===== config.mk =====
export PLATFORM = sky130hd
export DESIGN_NAME = pltrc_core
export DESIGN_NICKNAME = d
export VERILOG_FILES = /design/src/design/pltrc_pkg.sv /design/src/design/pltrc_lane_if.sv /design/src/design/pltrc_core.sv /design/src/design/pltrc_lane.sv
export SDC_FILE = /design/constraint.sdc
export NUM_CORES = 2
export LEC_CHECK = 0
export ABC_CLOCK_PERIOD_IN_PS = 4410
export BUFFER_PORTS_ARGS = -buffer_cell sky130_fd_sc_hd__buf_2
export CORE_ASPECT_RATIO = 1.4
export CORE_MARGIN = 10
export CORE_UTILIZATION = 56
export DETAILED_ROUTE_END_ITERATION = 7
export MAX_ROUTING_LAYER = met4
export PLACE_DENSITY = 0.85
export SYNTH_ARGS = -nofsm -noshare
export SYNTH_HDL_FRONTEND = slang
export SYNTH_HIERARCHICAL = 1
export SYNTH_SLANG_ARGS = --single-unit

===== constraint.sdc =====
create_clock -name mclk -period 4.41 [get_ports mclk]
set_clock_uncertainty 0.2 [all_clocks]
set_input_delay 0 -clock mclk [delete_from_list [all_inputs] [get_ports mclk]]
set_output_delay 0 -clock mclk [all_outputs]
set_load 0.01 [all_outputs]

===== src/design/pltrc_pkg.sv =====
// Purpose: shared constants for the lane integrity test block
// Assumes: 10 MHz mclk, register index port, four channels of eight lanes
// Notes:   register indices are word indices on the control port
package pltrc_pkg;
    localparam int          LANES     = 8;
    localparam int          CHANS     = 4;
    localparam int          ALL_LANES = LANES * CHANS;
    localparam int          REG_W     = 32;
    localparam int          IDX_W     = 3;
    // register indices
    localparam logic [2:0]  IDX_CH0   = 3'h0;
    localparam logic [2:0]  IDX_CH1   = 3'h1;
    localparam logic [2:0]  IDX_CH2   = 3'h2;
    localparam logic [2:0]  IDX_CH3   = 3'h3;
    localparam logic [2:0]  IDX_CTRL  = 3'h4;
    localparam logic [2:0]  IDX_TRIG  = 3'h5;
    localparam logic [2:0]  IDX_STAT  = 3'h6;
    // control word layout
    localparam int          DUR_LSB   = 0;
    localparam int          DUR_W     = 16;
    localparam int          SEL_LSB   = 16;
    localparam int          LEN_LSB   = 20;
    localparam int          TRIG_BIT  = 0;
    localparam int          STAT_BIT  = 0;
    localparam logic [31:0] CTRL_RST  = 32'h0fff0000;
    localparam logic [31:0] CTRL_MASK = 32'h0fffffff;
    localparam logic [31:0] RES_MASK  = 32'h000000ff;
    // timing
    localparam int          CLK_NS    = 100;
    localparam int          MS_NS     = 1000000;
    localparam int          MS_CYCLES = MS_NS / CLK_NS;
    localparam logic [15:0] DEF_MS    = 16'h000a;
    localparam logic [2:0]  SAMPLE_PH = 3'h7;
    localparam logic [3:0]  WARM_BITS = 4'h8;
    localparam logic [6:0]  PRBS_SEED = 7'h7f;
    typedef enum logic {
        ST_IDLE = 1'b0,
        ST_RUN  = 1'b1
    } pltrc_state_t;
endpackage


===== src/design/pltrc_lane_if.sv =====
// Purpose: control and result signals between core and one lane
// Assumes: single mclk domain
// Notes:   one instance per lane
`timescale 1ns/100ps
interface pltrc_lane_if;
    logic go;
    logic run;
    logic strobe;
    logic err;
    modport core (output go, output run, output strobe, input err);
    modport lane (input go, input run, input strobe, output err);
endinterface


===== src/design/pltrc_core.sv =====
// Purpose: registers and sequencing of the per-lane prbs7 test
// Assumes: one register access per cycle on the index port
// Notes:   results are word index = channel, bit = lane
`timescale 1ns/100ps
module pltrc_core #(
    parameter int MS_CYCLES = pltrc_pkg::MS_CYCLES
) (
    input  wire logic        mclk,
    input  wire logic        sys_rst,
    input  wire logic [2:0]  regSel,
    input  wire logic        regWr,
    input  wire logic        regRd,
    input  wire logic [31:0] regWrData,
    output logic      [31:0] regRdData,
    input  wire logic [31:0] laneRx,
    output logic      [31:0] laneTx
);
    localparam logic [15:0] MS_LAST = 16'(MS_CYCLES - 1);

    pltrc_pkg::pltrc_state_t state;
    pltrc_pkg::pltrc_state_t next_state;
    logic [31:0] ctrl;
    logic [31:0] res;
    logic [31:0] mask;
    logic [15:0] msLeft;
    logic [15:0] tick;
    logic [2:0]  phase;
    logic        go;
    logic [31:0] next_ctrl;
    logic [31:0] next_res;
    logic [31:0] next_mask;
    logic [15:0] next_msLeft;
    logic [15:0] next_tick;
    logic        next_go;
    logic [31:0] next_rdData;
    logic [31:0] laneErr;
    logic        running;
    logic        trig;
    logic [15:0] dur;

    // lane n of channel c takes part only with both bits set
    function automatic logic [31:0] laneMask(input logic [31:0] c);
        logic [31:0] m;
        m = '0;
        for (int ch = 0; ch < pltrc_pkg::CHANS; ch++) begin
            for (int ln = 0; ln < pltrc_pkg::LANES; ln++) begin
                m[ch * pltrc_pkg::LANES + ln] =
                    c[pltrc_pkg::SEL_LSB + ch] &
                    c[pltrc_pkg::LEN_LSB + ln];
            end
        end
        return m;
    endfunction

    assign running = (state == pltrc_pkg::ST_RUN);
    assign dur     = ctrl[pltrc_pkg::DUR_LSB +: pltrc_pkg::DUR_W];
    assign trig    = regWr && (regSel == pltrc_pkg::IDX_TRIG) &&
                     regWrData[pltrc_pkg::TRIG_BIT];

    for (genvar i = 0; i < pltrc_pkg::ALL_LANES; i++) begin : g_lane
        pltrc_lane_if lif ();
        assign lif.go     = go;
        assign lif.run    = running & mask[i];
        assign lif.strobe = (phase == pltrc_pkg::SAMPLE_PH);
        assign laneErr[i] = lif.err;
        pltrc_lane u_lane (
            .mclk    (mclk),
            .sys_rst (sys_rst),
            .rxPin   (laneRx[i]),
            .txPin   (laneTx[i]),
            .ctl     (lif)
        );
    end

    // register file
    always_comb begin
        next_ctrl = ctrl;
        if (regWr && regSel == pltrc_pkg::IDX_CTRL) begin
            next_ctrl = regWrData & pltrc_pkg::CTRL_MASK;
        end
        next_rdData = regRdData;
        if (regRd) begin
            next_rdData = '0;
            unique case (regSel)
                pltrc_pkg::IDX_CH0,
                pltrc_pkg::IDX_CH1,
                pltrc_pkg::IDX_CH2,
                pltrc_pkg::IDX_CH3: begin
                    next_rdData = 32'(res[regSel[1:0] *
                                  pltrc_pkg::LANES +: pltrc_pkg::LANES]);
                end
                pltrc_pkg::IDX_CTRL: begin
                    next_rdData = ctrl;
                end
                pltrc_pkg::IDX_STAT: begin
                    next_rdData[pltrc_pkg::STAT_BIT] = running;
                end
                default: begin
                    // trigger self-clears so it always reads zero
                    next_rdData = '0;
                end
            endcase
        end
    end

    always_ff @(posedge mclk) begin
        if (sys_rst) begin
            ctrl      <= pltrc_pkg::CTRL_RST;
            regRdData <= '0;
        end else begin
            ctrl      <= next_ctrl;
            regRdData <= next_rdData;
        end
    end

    // test sequencer; config is snapshotted so writes mid-run are harmless
    always_comb begin
        next_state  = state;
        next_res    = res;
        next_mask   = mask;
        next_msLeft = msLeft;
        next_tick   = tick;
        next_go     = 1'b0;
        unique case (state)
            pltrc_pkg::ST_IDLE: begin
                if (trig) begin
                    next_state  = pltrc_pkg::ST_RUN;
                    next_go     = 1'b1;
                    next_mask   = laneMask(ctrl);
                    next_res    = '0;
                    next_tick   = '0;
                    next_msLeft = (dur == '0) ? pltrc_pkg::DEF_MS
                                              : dur;
                end
            end
            pltrc_pkg::ST_RUN: begin
                // retrigger while running is ignored
                if (tick == MS_LAST) begin
                    next_tick = '0;
                    if (msLeft == 16'h0001) begin
                        next_state = pltrc_pkg::ST_IDLE;
                        next_res   = mask & ~laneErr;
                    end else begin
                        next_msLeft = 16'(msLeft - 16'h0001);
                    end
                end else begin
                    next_tick = 16'(tick + 16'h0001);
                end
            end
        endcase
    end

    always_ff @(posedge mclk) begin
        if (sys_rst) begin
            state  <= pltrc_pkg::ST_IDLE;
            res    <= '0;
            mask   <= '0;
            msLeft <= '0;
            tick   <= '0;
            go     <= 1'b0;
            phase  <= '0;
        end else begin
            state  <= next_state;
            res    <= next_res;
            mask   <= next_mask;
            msLeft <= next_msLeft;
            tick   <= next_tick;
            go     <= next_go;
            phase  <= 3'(phase + 3'h1);
        end
    end
endmodule


===== src/design/pltrc_lane.sv =====
// Purpose: prbs7 generator and self-synchronising checker for one lane
// Assumes: loopback delay of the far receiver under four mclk cycles
// Notes:   one bit per eight clocks so the pin filter can settle
`timescale 1ns/100ps
module pltrc_lane (
    input  wire logic  mclk,
    input  wire logic  sys_rst,
    input  wire logic  rxPin,
    output logic       txPin,
    pltrc_lane_if.lane ctl
);
    logic [6:0] txSr;
    logic [6:0] chkSr;
    logic [2:0] rxSync;
    logic       rxStable;
    logic [3:0] warm;
    logic       err;
    logic [6:0] next_txSr;
    logic [6:0] next_chkSr;
    logic       next_rxStable;
    logic [3:0] next_warm;
    logic       next_err;
    logic       next_txPin;

    assign ctl.err = err;

    always_comb begin
        next_txSr     = txSr;
        next_chkSr    = chkSr;
        next_warm     = warm;
        next_err      = err;
        next_txPin    = txPin;
        // change counts only once stages two and three agree
        next_rxStable = (rxSync[1] == rxSync[2]) ? rxSync[2] : rxStable;
        if (ctl.go) begin
            next_txSr  = pltrc_pkg::PRBS_SEED;
            next_chkSr = '0;
            next_warm  = '0;
            next_err   = 1'b0;
            next_txPin = 1'b0;
        end else if (ctl.run && ctl.strobe) begin
            // x^7 + x^6 + 1 sequence out and back
            next_txSr  = {txSr[5:0], txSr[6] ^ txSr[5]};
            next_txPin = txSr[6] ^ txSr[5];
            next_chkSr = {chkSr[5:0], rxStable};
            // checker takes eight bits before it starts to predict
            if (warm != pltrc_pkg::WARM_BITS) begin
                next_warm = 4'(warm + 4'h1);
            end else if (rxStable != (chkSr[6] ^ chkSr[5])) begin
                next_err = 1'b1;
            end
        end else if (!ctl.run) begin
            next_txPin = 1'b0;
        end
    end

    always_ff @(posedge mclk) begin
        if (sys_rst) begin
            txSr     <= '0;
            chkSr    <= '0;
            rxSync   <= '0;
            rxStable <= 1'b0;
            warm     <= '0;
            err      <= 1'b0;
            txPin    <= 1'b0;
        end else begin
            txSr     <= next_txSr;
            chkSr    <= next_chkSr;
            rxSync   <= {rxSync[1:0], rxPin};
            rxStable <= next_rxStable;
            warm     <= next_warm;
            err      <= next_err;
            txPin    <= next_txPin;
        end
    end
endmodule


==> metrics <==
min-delay src=regWrData[20]; top post-synthesis cells by area=dfxtp_1 (50%), nand2_1 (11%), a21oi_1 (6.1%), a31oi_1 (4.3%), nand3_1 (2.7%); antenna violations before repair=1; Reg clk slew, reported paths=0.07 ns; total grt overflow=0; hold slack=0.0235 ns; Post-CTS Setup Inserts=0; Avg Inst Size Synth=8.70 sq um; power per cell area=398 nW/um^2; area delta synth->final=13.4%; area share of the largest cell type after synthesis=49.5%; sw power=3.77 mW; H-tree depth=3; WL final=88000 um; Post-synth EDFFs=0; hold path depth=4; final setup vio count=0; Worst Path Required=4.78 ns; synthesized area=37400 sq um; Ys Warns=6; Hold WC Path Type=primary input to flop; RSZ-0062 raised after global routing=false; Critical Path End Type=flop; hold endpoint=ctrl[20]; RR Startpoint=phase[0]; TritonRoute pass-1 iters=8; first-pass GRT wire length=145000 um; DR vias/cell=5.80; TritonCTS clock tree=built; Seq/Total Area, Yosys=49.5%; post-CTS sizing=0; max-slew violations=0; RR Endpoint=g_lane[13].u_lane/chkSr[0]; GPL Wtd Cong=0.849; Slowest cell on crit path=and2_1; setup ws final=0.992 ns; pre-CTS setup slack=1.67 ns; Rel. slew slack=19.2%; clock buffer depth=3; die height=326 um; vias in the first global route=29.8k; core area=66400 sq um; Seq pwr share=50.6%; top cell type by total area after synthesis=dfxtp_1; Clock power frac=44.6%; TritonCTS Buffers=81; commonest non-fill, non-tap cell in the layout=nand2_1; Cell variety after synth=67; CTS root buf=clkbuf_16; I/O pins=135; Switching Share=22.3%; Nets=4583; outcome=finished clean; drt wl/cell=16.4 um; most frequent cells in the layout=nand2_1 (1101), dfxtp_1 (923), a21oi_1 (453), a31oi_1 (257), nand3_1 (203); share of cells above drive strength 1=9.72%; Crit Path Class=primary input to flop; Worst path most repeated cell=dlygate4sd3_1; setup TNS=0 ns; Max-Cap Viols=0; Worst-Margin Slew=1.21 ns; Starting Density=56.3%; Post-synth ARST share=0%; DR iter-0 viols=2329; ys flop type=dfxtp_1; pin count of the biggest net entering global routing=156; Synth Register Bits=925; remaining antenna violation count=0; leakage=14.9 nW; DRC=0; Global Route Usage Sum=22.5%; Worst VDD drop=0.000292 V; Inst Count DP=5054; Comb pwr share=4.9%; R2R depth=6; reg-to-reg slack, setup=1.59 ns; Die ar.=77600 sq um; latest clock arrival within the worst-skew pair=0.64 ns; final non-filler cell total=5363; Die W=238 um; Fmax=293 MHz; Synth Instances=4299; Final Core Density=63.8%; port bufs=126; Final Cycle Share=77.5%; # rows=112; Critical Path, Cell by Cell=dlygate4sd3_1 -> buf_2 -> nand2b_1 -> nor2_2 -> and2_1 -> nand2_1 -> a21oi_1 -> dlygate4sd3_1; crit path DAT=3.79 ns; endpoints failing hold=0; CP max FO=28; CTS Sinks=925; Worst setup SP type=primary input; CP max stage delay=1.05 ns; hold_buf cts=161; clock period minus worst slack=3.42 ns; internal power=13.1 mW; placed wire-length estimate=54100 um; vias=31.1k
==> worst max-delay path: cells and delay by family <==
kind	cells	cell delay, ns
buffers and inverters	3	1.38
AND/OR/NAND/NOR	4	2.21
AO/OA/AOI/OAI	1	0.18
==> sequential cells by signal, indices dropped and copies added, names as in the netlist, 28 cells and up <==
register / flops
g_lane.u_lane/rxSync: 96
ctrl: 28
regRdData: 28
g_lane.u_lane/txPin: 32
g_lane.u_lane/rxStable: 32
mask: 32
g_lane.u_lane/chkSr: 224
g_lane.u_lane/ctl.err: 32
g_lane.u_lane/txSr: 224
g_lane.u_lane/warm: 128
res: 32
==> synth_stat cells (all sizes together), types with 36 or more instances <==
cell,n
buf,121
nor2b,106
clkbuf,127
o21ai,141
a31oi,257
nand2,1133
dfxtp,925
nor2,68
inv,134
or3,68
a21oi,484
o311ai,45
nand3,204
ha,69
mux2i,36
==> power groups by stage <==
stage,Combinational (mW),Clock (mW),Sequential (mW)
final,0.823,7.52,8.53
after global routing,0.891,7.95,8.54
after CTS,0.802,7.61,8.53
after detailed placement,0.694,0,8.72
after global placement,0.678,0,8.72
after floorplan,0.533,0,8.68
==> final cells by class <==
type	count	area, sq um
tap	855	1070
multi-input combinational	2994	17000
fill	5118	24000
clock buffer	108	2320
sequential	925	18500
inverter	135	507
antenna	1	2.50
timing repair buffer	306	2460
clock inverter	39	518
==> through the flow <==
step / area, sq um / power, mW
floorplan: 37400 / 9.22
global placement: 37900 / 9.39
detailed placement: 37900 / 9.41
CTS: 42400 / 16.9
global route: 42400 / 17.4
finish: 42400 / 16.9
==> worst max-delay path by stage <==
stage	startpoint	end	slack, ns	cells after the start
after floorplan	phase[0]	g_lane[9].u_lane/warm[3]	1.17	5
after CTS	regSel[1]	ctrl[5]	1.29	8
after global placement	running	msLeft[1]	1.70	6
final	regSel[1]	ctrl[5]	0.99	8
after detailed placement	running	msLeft[1]	1.67	6
after global routing	regSel[1]	ctrl[10]	0.91	8
==> logic make-up after synthesis <==
| group | after synthesis | synth area share, % |
|---|---|---|
| and+or+nand+nor | 1802 | 22.1 |
| AOI/OAI and AO/OA | 1010 | 16.7 |
| DFF | 925 | 49.5 |
| buffers and inverters | 383 | 5.11 |
| adders and majority gates | 69 | 2.31 |
| xor gates and xnor gates | 65 | 2.77 |
| muxes | 44 | 1.45 |
| other | 1 | 0.0100 |
==> layer usage <==
layer / vias to the layer above / part of all wire [%] / global-route usage, %
met3: 223 / 5.2 / 3.20
met4: 0 / 4.0 / 10.2
met1: 14900 / 41 / 26.2
li1: 15000 / - / -
met5: - / 0 / -
met2: 894 / 49 / 37.9
Power figures use the tool's default switching activity.
